`config.mk`:
```
export PLATFORM = sky130hd
export DESIGN_NAME = ota_ctrl
export DESIGN_NICKNAME = d
export VERILOG_FILES = /design/src/common/ota_pkg.sv /design/src/rtl/ota_burst.sv /design/src/rtl/ota_ctrl.sv
export SDC_FILE = /design/constraint.sdc
export NUM_CORES = 1
export LEC_CHECK = 0
export BUFFER_PORTS_ARGS = -buffer_cell sky130_fd_sc_hd__buf_2
export CAP_MARGIN = 15
export CORE_MARGIN = 2
export CORE_UTILIZATION = 57
export DETAILED_ROUTE_END_ITERATION = 12
export PLACE_DENSITY = 0.82
export SYNTH_ARGS = -nofsm -noshare
export SYNTH_HDL_FRONTEND = slang
export SYNTH_SLANG_ARGS = --single-unit
```
`constraint.sdc`:
```
create_clock -name clk_i -period 2.8 [get_ports clk_i]
set_input_delay 0.42 -clock clk_i [delete_from_list [all_inputs] [get_ports clk_i]]
set_output_delay 0.42 -clock clk_i [all_outputs]
set_load 0.03 [all_outputs]
```
`src/common/ota_pkg.sv`:
```
// Shared constants and types for the overhead test and alignment control block
package ota_pkg;

    // ------------------------------------------------------------
    // Widths
    // ------------------------------------------------------------
    localparam int NCH    = 4;          // Receive/transmit channels
    localparam int THR_W  = 5;          // Alignment threshold width
    localparam int CNT_W  = 4;          // Burst length width
    localparam int BYTE_W = 8;          // Byte width
    localparam int ADR_W  = 8;          // Wishbone byte address width
    localparam int DAT_W  = 32;         // Wishbone data width
    localparam int SEL_W  = 4;          // Wishbone byte selects
    localparam int IDX_W  = 6;          // Register index width

    // ------------------------------------------------------------
    // Register indices (byte address is four times the index)
    // ------------------------------------------------------------
    localparam logic [IDX_W-1:0] IDX_MIN  = 6'h0a;  // Minimum fill threshold
    localparam logic [IDX_W-1:0] IDX_MAX  = 6'h0b;  // Maximum fill threshold
    localparam logic [IDX_W-1:0] IDX_CTL  = 6'h0c;  // Count, loopback, parity
    localparam logic [IDX_W-1:0] IDX_A1   = 6'h0d;  // First framing substitute
    localparam logic [IDX_W-1:0] IDX_A2   = 6'h0e;  // Second framing substitute
    localparam logic [IDX_W-1:0] IDX_STAT = 6'h14;  // Threshold error flags

    // ------------------------------------------------------------
    // Field positions
    // ------------------------------------------------------------
    localparam int CTL_CNT_LSB  = 0;    // Burst length field low bit
    localparam int CTL_LOOP_BIT = 4;    // Line loopback enable
    localparam int CTL_PAR_BIT  = 5;    // Odd parity select
    localparam int CTL_W        = 6;    // Implemented control bits

    // ------------------------------------------------------------
    // Reset values
    // ------------------------------------------------------------
    localparam logic [THR_W-1:0]  MIN_RST = 5'h02;
    localparam logic [THR_W-1:0]  MAX_RST = 5'h15;
    localparam logic [CTL_W-1:0]  CTL_RST = 6'h00;
    localparam logic [BYTE_W-1:0] A1_RST  = 8'h00;
    localparam logic [BYTE_W-1:0] A2_RST  = 8'h00;

    // ------------------------------------------------------------
    // Burst engine states, Gray ordered
    // ------------------------------------------------------------
    typedef enum logic [1:0] {
        OTA_IDLE  = 2'h0,
        OTA_BURST = 2'h1
    } ota_burst_t;

    // Fill level outside the window set by the two thresholds
    function automatic logic ota_viol(input logic [THR_W-1:0] fill,
                                      input logic [THR_W-1:0] lo,
                                      input logic [THR_W-1:0] hi);
        ota_viol = (fill < lo) || (fill > hi);
    endfunction : ota_viol

endpackage : ota_pkg

```
`src/rtl/ota_burst.sv`:
```
// Per-channel framing byte corruption burst engine
`timescale 1ns/1ns
module ota_burst
    import ota_pkg::*;
(
    input  wire logic                    clk_i,      // System clock
    input  wire logic                    rst_i,      // Synchronous reset
    input  wire logic                    ce_i,       // Clock enable
    input  wire logic                    cmd_i,      // Corruption command bit
    input  wire logic                    frame_i,    // Transmit frame start
    input  wire logic [ota_pkg::CNT_W-1:0] count_i,  // Frames to corrupt
    output logic                         corrupt_o   // Corrupt this frame
);
    import ota_pkg::*;

    logic             cmd_q;        // Command from last cycle
    ota_burst_t       state;        // Engine state
    logic [CNT_W-1:0] left;         // Frames still to corrupt
    wire              rise = cmd_i & ~cmd_q;    // Zero to one edge

    // ------------------------------------------------------------
    // Burst sequencing
    // ------------------------------------------------------------
    always_ff @(posedge clk_i) begin
        if (rst_i) begin
            cmd_q     <= 1'b0;
            state     <= OTA_IDLE;
            left      <= '0;
            corrupt_o <= 1'b0;
        end else if (ce_i) begin
            cmd_q <= cmd_i;
            if (rise) begin
                // New burst armed; a held level never re-arms
                left  <= count_i;
                state <= (count_i != '0) ? OTA_BURST : OTA_IDLE;
            end else if (frame_i) begin
                case (state)
                    OTA_BURST: begin
                        corrupt_o <= 1'b1;
                        left      <= left - 1'b1;
                        if (left == 4'h1) begin
                            state <= OTA_IDLE;
                        end
                    end
                    default: begin
                        corrupt_o <= 1'b0;          // Normal framing again
                    end
                endcase
            end
        end
    end

    // ------------------------------------------------------------
    // Checks
    // ------------------------------------------------------------
    held_level_a: assert property (@(posedge clk_i) disable iff (rst_i)
        ce_i && cmd_q && cmd_i && state == OTA_IDLE |=> state == OTA_IDLE)
        else $error("held command restarted a burst");

    burst_len_a: assert property (@(posedge clk_i) disable iff (rst_i)
        ce_i && frame_i && !rise && state == OTA_BURST
        |=> corrupt_o && left == $past(left) - 4'h1)
        else $error("burst frame not counted");

    idle_clean_a: assert property (@(posedge clk_i) disable iff (rst_i)
        ce_i && frame_i && !rise && state == OTA_IDLE |=> !corrupt_o)
        else $error("corruption outside a burst");

endmodule : ota_burst

```
`src/rtl/ota_ctrl.sv`:
```
// Overhead test and alignment control registers with their datapath
//
// Local design decision: the Wishbone register port.
`timescale 1ns/1ns
module ota_ctrl
    import ota_pkg::*;
(
    input  wire logic                                          clk_i,
    input  wire logic                                          rst_i,
    input  wire logic                                          ce_i,
    // Wishbone classic slave
    input  wire logic                                          wb_cyc_i,
    input  wire logic                                          wb_stb_i,
    input  wire logic                                          wb_we_i,
    input  wire logic [ota_pkg::ADR_W-1:0]                     wb_adr_i,
    input  wire logic [ota_pkg::SEL_W-1:0]                     wb_sel_i,
    input  wire logic [ota_pkg::DAT_W-1:0]                     wb_dat_i,
    output logic      [ota_pkg::DAT_W-1:0]                     wb_dat_o,
    output logic                                               wb_ack_o,
    // Receive alignment FIFO fill levels
    input  wire logic [ota_pkg::NCH-1:0][ota_pkg::THR_W-1:0]   rx_fill_i,
    output logic      [ota_pkg::NCH-1:0]                       thr_event_o,
    output logic      [ota_pkg::NCH-1:0]                       thr_flag_o,
    // Transmit framing corruption
    input  wire logic [ota_pkg::NCH-1:0]                       fe_cmd_i,
    input  wire logic                                          tx_frame_i,
    input  wire logic                                          tx_a1_i,
    input  wire logic                                          tx_a2_i,
    // Byte datapath
    input  wire logic [ota_pkg::NCH-1:0][ota_pkg::BYTE_W-1:0]  rx_data_i,
    input  wire logic [ota_pkg::NCH-1:0][ota_pkg::BYTE_W-1:0]  tx_data_i,
    output logic      [ota_pkg::NCH-1:0][ota_pkg::BYTE_W-1:0]  tx_data_o,
    output logic      [ota_pkg::NCH-1:0]                       tx_par_o,
    output logic                                               loop_o,
    output logic                                               odd_par_o
);
    import ota_pkg::*;

    // ------------------------------------------------------------
    // Register storage
    // ------------------------------------------------------------
    logic [THR_W-1:0]  thr_min;     // Minimum fill threshold
    logic [THR_W-1:0]  thr_max;     // Maximum fill threshold
    logic [CTL_W-1:0]  ctl;         // Count, loopback, parity
    logic [BYTE_W-1:0] a1_sub;      // First framing substitute
    logic [BYTE_W-1:0] a2_sub;      // Second framing substitute
    logic [NCH-1:0]    viol_q;      // Violation seen last cycle
    logic [NCH-1:0]    corrupt;     // Per-channel burst in force

    // ------------------------------------------------------------
    // Bus decode
    // ------------------------------------------------------------
    wire              req    = wb_cyc_i & wb_stb_i;         // Live request
    wire              wr_go  = req & wb_we_i & wb_ack_o & wb_sel_i[0];
    wire [IDX_W-1:0]  idx    = wb_adr_i[ADR_W-1:2];         // Word index
    wire              hit_min  = (idx == IDX_MIN);
    wire              hit_max  = (idx == IDX_MAX);
    wire              hit_ctl  = (idx == IDX_CTL);
    wire              hit_a1   = (idx == IDX_A1);
    wire              hit_a2   = (idx == IDX_A2);
    wire              hit_stat = (idx == IDX_STAT);
    wire [BYTE_W-1:0] wbyte  = wb_dat_i[BYTE_W-1:0];        // Low lane

    // Read selection; unmapped words read as zero
    wire [BYTE_W-1:0] rd_byte =
        hit_min  ? {3'h0, thr_min} :
        hit_max  ? {3'h0, thr_max} :
        hit_ctl  ? {2'h0, ctl}     :
        hit_a1   ? a1_sub          :
        hit_a2   ? a2_sub          :
        hit_stat ? {4'h0, thr_flag_o} : 8'h00;

    // Control fields
    wire [CNT_W-1:0]  burst_cnt = ctl[CTL_CNT_LSB +: CNT_W];
    wire              loop_en   = ctl[CTL_LOOP_BIT];
    wire              odd_en    = ctl[CTL_PAR_BIT];

    // Flag clear mask, write one to clear
    wire [NCH-1:0]    flag_clr  = (wr_go && hit_stat) ? wbyte[NCH-1:0] : '0;

    // ------------------------------------------------------------
    // Bus answer: ack one cycle after request, dropped next cycle
    // ------------------------------------------------------------
    always_ff @(posedge clk_i) begin
        if (rst_i) begin
            wb_ack_o <= 1'b0;
            wb_dat_o <= '0;
        end else if (ce_i) begin
            wb_ack_o <= req & ~wb_ack_o;
            wb_dat_o <= {24'h0, rd_byte};
        end
    end

    // ------------------------------------------------------------
    // Register writes at the acknowledging edge
    // ------------------------------------------------------------
    always_ff @(posedge clk_i) begin
        if (rst_i) begin
            thr_min <= MIN_RST;
            thr_max <= MAX_RST;
            ctl     <= CTL_RST;
            a1_sub  <= A1_RST;
            a2_sub  <= A2_RST;
        end else if (ce_i && wr_go) begin
            // Range 0-23 / 0-22 is software's duty; stored as written
            if (hit_min) begin
                thr_min <= wbyte[THR_W-1:0];
            end
            if (hit_max) begin
                thr_max <= wbyte[THR_W-1:0];
            end
            if (hit_ctl) begin
                ctl <= wbyte[CTL_W-1:0];
            end
            if (hit_a1) begin
                a1_sub <= wbyte;
            end
            if (hit_a2) begin
                a2_sub <= wbyte;
            end
        end
    end

    // ------------------------------------------------------------
    // Alignment threshold monitor
    // ------------------------------------------------------------
    logic [NCH-1:0] viol;           // Channel outside window now
    wire  [NCH-1:0] viol_rise = viol & ~viol_q;     // New violation

    genvar c;
    generate
        for (c = 0; c < NCH; c++) begin : g_thr
            // Same shared pair for every channel
            assign viol[c] = ota_viol(rx_fill_i[c], thr_min, thr_max);
        end
    endgenerate

    // Event pulse and sticky flag; a new event beats a clear
    always_ff @(posedge clk_i) begin
        if (rst_i) begin
            viol_q      <= '0;
            thr_event_o <= '0;
            thr_flag_o  <= '0;
        end else if (ce_i) begin
            viol_q      <= viol;
            thr_event_o <= viol_rise;
            thr_flag_o  <= (thr_flag_o & ~flag_clr) | viol_rise;
        end
    end

    // ------------------------------------------------------------
    // Corruption burst engines
    // ------------------------------------------------------------
    generate
        for (c = 0; c < NCH; c++) begin : g_burst
            // Shared count with the channel's own command
            ota_burst u_burst (
                .clk_i     (clk_i),
                .rst_i     (rst_i),
                .ce_i      (ce_i),
                .cmd_i     (fe_cmd_i[c]),
                .frame_i   (tx_frame_i),
                .count_i   (burst_cnt),
                .corrupt_o (corrupt[c])
            );
        end
    endgenerate

    // ------------------------------------------------------------
    // Transmit byte selection
    // ------------------------------------------------------------
    logic [NCH-1:0][BYTE_W-1:0] next_tx;    // Byte to send
    logic [NCH-1:0]             next_par;   // Its parity bit
    logic [NCH-1:0][BYTE_W-1:0] src_tx;     // Loopback or normal

    generate
        for (c = 0; c < NCH; c++) begin : g_tx
            // Receive data turned round on the logic side
            assign src_tx[c]  = loop_en ? rx_data_i[c] : tx_data_i[c];
            // Substitute framing bytes while the burst lasts
            assign next_tx[c] =
                (corrupt[c] && tx_a1_i) ? a1_sub :
                (corrupt[c] && tx_a2_i) ? a2_sub : src_tx[c];
            // Even sense when control is zero, odd when one
            assign next_par[c] = (^next_tx[c]) ^ odd_en;
        end
    endgenerate

    // Registered datapath and mode outputs
    always_ff @(posedge clk_i) begin
        if (rst_i) begin
            tx_data_o <= '0;
            tx_par_o  <= '0;
            loop_o    <= 1'b0;
            odd_par_o <= 1'b0;
        end else if (ce_i) begin
            tx_data_o <= next_tx;
            tx_par_o  <= next_par;
            loop_o    <= loop_en;
            odd_par_o <= odd_en;
        end
    end

    // ------------------------------------------------------------
    // Checks
    // ------------------------------------------------------------
    ack_single_a: assert property (@(posedge clk_i) disable iff (rst_i)
        wb_ack_o && ce_i |=> !wb_ack_o)
        else $error("ack held two cycles");

    reset_val_a: assert property (@(posedge clk_i)
        rst_i |=> thr_min == MIN_RST && thr_max == MAX_RST && ctl == CTL_RST)
        else $error("threshold reset value wrong");

    thr_flag_a: assert property (@(posedge clk_i) disable iff (rst_i)
        ce_i && viol[0] && !viol_q[0] |=> thr_flag_o[0] && thr_event_o[0])
        else $error("threshold violation not latched");

    flag_hold_a: assert property (@(posedge clk_i) disable iff (rst_i)
        ce_i && thr_flag_o[1] && !flag_clr[1] |=> thr_flag_o[1])
        else $error("threshold flag lost");

    shared_thr_a: assert property (@(posedge clk_i) disable iff (rst_i)
        rx_fill_i[2] == rx_fill_i[3] |-> viol[2] == viol[3])
        else $error("channels judged apart");

    loop_path_a: assert property (@(posedge clk_i) disable iff (rst_i)
        ce_i && loop_en && !corrupt[0] |=> tx_data_o[0] == $past(rx_data_i[0]))
        else $error("loopback data not routed");

    sub_byte_a: assert property (@(posedge clk_i) disable iff (rst_i)
        ce_i && corrupt[1] && tx_a1_i |=> tx_data_o[1] == $past(a1_sub))
        else $error("substitute byte missing");

    parity_sense_a: assert property (@(posedge clk_i) disable iff (rst_i)
        ce_i |=> tx_par_o[0] == ((^tx_data_o[0]) ^ odd_par_o))
        else $error("parity sense wrong");

endmodule : ota_ctrl

```
# Word-level counts from Yosys, hierarchy flattened
# Cells that the tools add are included.
[totals]
register_bits = 123
output_inout_bits = 79
elab_cells = 186
input_bits = 141
[op_classes]
n_mux = 52
add_sub_neg = 4
bitwise_logic = 27
eq_ne = 14
n_lt_le_gt_ge = 8
reduce_logical = 48
[op_table]
columns = ["cell", "count"]
rows = [
  ["8-bit two-way mux", 17],
  ["4-bit two-way mux", 14],
  ["2-bit two-way mux", 16],
  ["8-bit parity", 4],
  ["6-bit by 4-bit == test with 1-bit output (second input constant)", 5],
  ["3-bit AND reduction", 8],
  ["2-bit nonzero test", 12],
  ["5-bit > comparator", 4],
  ["5-bit < comparator", 4],
  ["4-bit by 1-bit == test with 1-bit output (second input constant)", 4],
  ["4-bit AND reduction", 4],
  ["4-bit by 1-bit subtractor with 4-bit output (second input constant)", 4],
  ["1-bit logical AND", 10],
  ["2-bit AND reduction", 5],
  ["1-bit bitwise AND", 9],
  ["1-bit NOT", 9],
  ["4-bit bitwise AND", 2],
  ["2-bit by 1-bit == test with 1-bit output (second input constant)", 4],
  ["4-bit NOT", 2],
  ["6-bit by 5-bit == test with 1-bit output (second input constant)", 1],
  ["1-bit two-way mux", 5],
  ["1-bit logical OR", 4],
  ["4-bit bitwise OR", 1],
  ["4-bit nonzero test", 1],
  ["1-bit bitwise XOR", 4],
]

# Logic depth before layout (Yosys ltp)
[logic_depth]
ltp_word = 9
depth_mapped = 10
mapped_depth_nobuf = 9

# Cells and area by module
# A second synthesis with hierarchy kept.
[hier_totals]
hier_cells = 918
hier_area_um2 = 7822.5
[by_module_without_submodules]
columns = ["module", "instances", "area_per_inst_um2", "cells_each", "seq_area_each_um2"]
rows = [
  ["ota_ctrl", 1, 6216.0, 726, 1821.7],
  ["ota_burst", 4, 401.6, 48, 140.1],
]

# Least setup slack after synthesis
# No wires, ideal clock.
[synth_timing]
kind = "input port to flip-flop"
from = "input port tx_a1_i"
to = "register tx_par_o[3] (netlist name)"
path_slack_ps = 794
setup_ps = 117
t_required_ps = 2683
arrival_ps = 1890
path_stages = 9
path_buffers = 2
cell_sequence = "buf_6 buf_12 or3b_1 o21ai_2 a22oi_1 xnor2_1 xnor2_1 xnor2_1 a22o_1"
[synth_via]
elab_chain_cells = 4
[synth_rtl]
columns = ["item", "line", "rtl"]
rows = [
  ["from (decl)", "ota_ctrl.sv:27", "input wire logic tx_a1_i,"],
  ["1-bit logical AND", "ota_ctrl.sv:182", "(corrupt[c] && tx_a1_i) ? a1_sub :"],
  ["8-bit two-way mux", "ota_ctrl.sv:182", ""],
  ["8-bit parity", "ota_ctrl.sv:185", "assign next_par[c] = (^next_tx[c]) ^ odd_en;"],
  ["1-bit bitwise XOR", "ota_ctrl.sv:185", ""],
  ["to (signal assigned)", "ota_ctrl.sv:198", "tx_par_o <= next_par;"],
  ["to (decl)", "ota_ctrl.sv:33", "output logic [ota_pkg::NCH-1:0] tx_par_o,"],
]
# Every way passes these cells.
# A chain may end at the register's enable or synchronous reset.

# Worst setup path in the final report
[layout_timing]
from = "register ctl[4]"
to = "register tx_par_o[2] (netlist name)"
[layout_via]
elab_chain_cells = 5
[layout_rtl]
columns = ["item", "line", "rtl"]
rows = [
  ["from (decl)", "ota_ctrl.sv:44", "logic [CTL_W-1:0] ctl;"],
  ["from (signal assigned)", "ota_ctrl.sv:113", "ctl <= wbyte[CTL_W-1:0];"],
  ["8-bit two-way mux", "ota_ctrl.sv:179", "assign src_tx[c] = loop_en ? rx_data_i[c] : tx_data_i[c];"],
  ["8-bit two-way mux", "ota_ctrl.sv:183", "(corrupt[c] && tx_a2_i) ? a2_sub : src_tx[c];"],
  ["8-bit two-way mux", "ota_ctrl.sv:182", ""],
  ["8-bit parity", "ota_ctrl.sv:185", ""],
  ["1-bit bitwise XOR", "ota_ctrl.sv:185", ""],
]
# Every way passes these cells.

==> metrics.md <==
| Metric | Value |
|---|---|
| DR WL/cell | 16.8 µm |
| Via count of the first global-routing pass | 6851 |
| NumNets Final | 1252 |
| CTS HTree Levels | 4 |
| Worst slew margin relative to its limit | 0.543 |
| Number of buffers inserted by port buffering | 166 |
| Count of placed standard cells including taps | 1224 |
| Area of the placeable core | 13300 µm² |
| Leakage | 4.01 nW |
| Overall routing resource usage | 0.286 |
| Post-synthesis area per instance | 8.40 µm² |
| Worst setup slack after layout | 0.387 ns |
| Worst setup skew after layout | 0.00899 ns |
| Share of total power consumed by net switching | 0.279 |
| Maximum clock frequency | 0.414 GHz |
| Proportion of synthesized chip area in sequential cells | 0.307 |
| # rows | 42 |
| Warning count from the yosys run | 0 |
| Via count | 7344 |
| Distinct cells, synth | 65 |
| Flops & latches, synth | 119 |
| Status | complete, no violations |
| Starting Density | 0.584 |
| Total I/O pin count | 220 |
| Share of layout cells above drive strength 1 | 0.228 |
| Hold-fix buffers, CTS | 0 |
| Post-Syn Area | 7760 µm² |
| Worst endpoint data arrival time | 2.73 ns |
| Number of flops mapped to enable cells by yosys | 0 |
| Layout filler cell count | 1095 |
| Final weighted congestion in routability-driven placement | 0.881 |
| Primary flip-flop cell chosen by synthesis mapping | sky130_fd_sc_hd__dfxtp_1 |
| Sequential cell area | 2380 µm² |
| Async S/R FF share, synth | 0 |
| Max-capacitance violation count | 0 |
| Int Power | 3.55 mW |
| DP Worst Slack | 0.306 ns |
| Final design instance area without fill | 9120 µm² |
| Final TNS setup | 0 ns |
| Switching power total | 1.37 mW |
| Number of buffers on the longest clock path | 2 |
| Post-Route WL | 21100 µm |
| Highest ir drop seen on vdd | 0.398 mV |
| Worst Path Class, Setup | register to register |
| Unrepaired setup endpoints after global routing | false |
| Maximum fanout along the worst path | 15 |
| Detailed-placement wirelength estimate | 15100 µm |
| Footprint of the multi-input gates | 4820 µm² |
| Area after DPL | 8530 µm² |
| Post-layout min period | 2.41 ns |
| Width of the chip | 121 µm |
| Master cell of the clock root buffer | sky130_fd_sc_hd__clkbuf_16 |
| Post-synthesis cell count | 924 |
| Slack of the worst reg-to-reg path | 0.39 ns |
| Worst slew pin tran | 0.684 ns |
| Drc violations | 0 |
| Endpoint type of the worst setup path | register |
| Area growth, synth to finish | 17.6% |
| Post-cts resize count | 0 |
| Antenna Nets Post-Route | 0 |
| Final antenna diode count | 0 |
| Total Die Area | 14600 µm² |
| Clock input transition at the sequential cells of the worst setup and hold paths | 0.05 ns |
| Post-route non-filler standard cell count | 1255 |
| Reg power frac | 0.370 |
| Global-route wire length before repair | 33100 µm |
| Critical Path Source Type | register |
| P per Cell Area | 540 nW/µm² |
| Period Utilization, post-route | 0.862 |
| Total grt overflow | 0 |
| Total iterations of the first detailed-routing run | 7 |
| Number of clock buffers inserted by TritonCTS | 17 |
| Clk pwr share | 0.446 |
| Die span in y | 121 µm |
| Req. time, crit path | 3.11 ns |
| Final count of pins violating max slew | 0 |
| Combinational fraction of design power | 0.184 |
| Number of failing setup endpoints in the final timing report | 0 |
| Final hold violations | 0 |
| Pin count of the biggest net entering global routing | 80 |
| Hold Path Class | primary input to register |
| Hold slack final | 0.258 ns |
| Post-CTS Setup Inserts | 0 |
| Number of antenna violations at the first check in global routing | 1 |
| Clock sinks | 119 |
| TritonCTS clock tree | built |
| Drt via density | 5.85 |
| Worst-skew pair later-pin latency | 0.42 ns |
| Number of design-rule violations left by the first detailed-router iteration | 900 |
-- final timing paths --
kind	start	to	cells after the start
max	ctl[4]$_SDFFE_PP0P_	tx_par_o[2]$_SDFFE_PP0P_	7
min reg2reg	tx_data_o[2]$_SDFFE_PP0P_	tx_data_o[2]$_SDFFE_PP0P_	2
max reg2reg	ctl[4]$_SDFFE_PP0P_	tx_par_o[2]$_SDFFE_PP0P_	7
min	fe_cmd_i[2]	g_burst[2].u_burst.cmd_q$_SDFFE_PP0P_	3
-- area by class of cell --
class | count | area share
Clock buffer | 22 | 0.0509
Clock inverter | 9 | 0.0137
Inverter | 35 | 0.0144
Multi-Input combinational cell | 712 | 0.528
Sequential cell | 119 | 0.261
Tap cell | 176 | 0.0241
Timing Repair Buffer | 182 | 0.107
-- registers in the layout (all words and copies together), names as in the netlist --
signal and cells:
thr_event_o 4, viol_q 4, tx_data_o 32, g_burst.u_burst.cmd_q 4
a1_sub 8, odd_par_o 1, thr_max 5, thr_min 5
loop_o 1, g_burst.u_burst.left 16, a2_sub 8, g_burst.u_burst.state 4
g_burst.u_burst.corrupt_o 4, wb_ack_o 1, tx_par_o 4, wb_dat_o 8
thr_flag_o 4, ctl 6
-- critical path: stages (launching register included) --
cell and delay, ns:
sky130_fd_sc_hd__dfxtp_2 0.62, sky130_fd_sc_hd__buf_4 0.34, sky130_fd_sc_hd__mux2i_1 0.37, sky130_fd_sc_hd__o21ai_0 0.15, sky130_fd_sc_hd__a222oi_1 0.38, sky130_fd_sc_hd__xnor2_1 0.13, sky130_fd_sc_hd__xnor2_1 0.15, sky130_fd_sc_hd__a22o_1 0.18
-- kinds of logic after synthesis --
group                      count (synthesis)  synth area share
AOI/OAI and AO/OA                        241             0.212
xor gates and xnor gates                  24            0.0271
adders and majority gates                 44            0.0709
buffers and inverters                    116            0.0829
DFF                                      119             0.307
muxes                                     81             0.104
other                                      1          0.000483
and+or+nand+nor                          298             0.195
-- synthesized netlist by cell type, drive strengths merged (9+ instances only) --
cell | count | area (µm²)
ha | 44 | 551
inv | 34 | 128
o211ai | 18 | 135
nor2b | 23 | 166
a22oi | 11 | 82.6
a21oi | 88 | 440
nand3 | 26 | 130
xnor2 | 23 | 201
buf | 45 | 377
or2 | 10 | 65.1
mux2i | 81 | 811
and3b | 9 | 78.8
dfxtp | 119 | 2380
nor3b | 12 | 139
o21ai | 48 | 285
nand2 | 83 | 312
a21o | 13 | 97.6
clkbuf | 36 | 135
a221oi | 13 | 176
nor2 | 96 | 360
-- metrics by stage --
stage | power (mW) | util
2_1_floorplan | 2.52 | -
3_3_place_gp | 2.72 | 0.642
3_5_place_dp | 2.75 | 0.642
4_1_cts | 4.92 | 0.686
5_1_grt | 5.09 | 0.686
6_report | 4.93 | 0.686
-- layout by cell type, fill, tap and decap left out, types with 9 or more instances in the layout --
cell type and count:
sky130_fd_sc_hd__buf_2 165, sky130_fd_sc_hd__dfxtp_1 118, sky130_fd_sc_hd__nor2_1 96, sky130_fd_sc_hd__a21oi_1 88, sky130_fd_sc_hd__nand2_1 83, sky130_fd_sc_hd__mux2i_1 81
sky130_fd_sc_hd__ha_1 44, sky130_fd_sc_hd__o21ai_0 40, sky130_fd_sc_hd__inv_1 34, sky130_fd_sc_hd__nand3_1 26, sky130_fd_sc_hd__conb_1 24, sky130_fd_sc_hd__xnor2_1 23
sky130_fd_sc_hd__nor2b_1 20, sky130_fd_sc_hd__o211ai_1 18, sky130_fd_sc_hd__clkbuf_16 17, sky130_fd_sc_hd__buf_4 15, sky130_fd_sc_hd__a21o_1 13, sky130_fd_sc_hd__a22oi_1 11
sky130_fd_sc_hd__a221oi_2 10, sky130_fd_sc_hd__and3b_1 9
-- routing by layer --
layer | wire length [µm] | GRT usage | part of all wire
met1 | 8740 | 0.350 | 0.41
met5 | 13 | 0 | 0.00062
met4 | 700 | 0.121 | 0.033
met3 | 1750 | 0.0632 | 0.083
met2 | 9920 | 0.485 | 0.47
-- power by group through the flow --
stage | clock network [mW] | registers (mW) | logic [mW]
final | 2.20 | 1.82 | 0.906
after floorplan | 0 | 1.95 | 0.570
after detailed placement | 0 | 1.86 | 0.891
after global routing | 2.28 | 1.83 | 0.984
after CTS | 2.20 | 1.82 | 0.899
after global placement | 0 | 1.85 | 0.870
No activity file was read; power rests on OpenSTA's default activity.
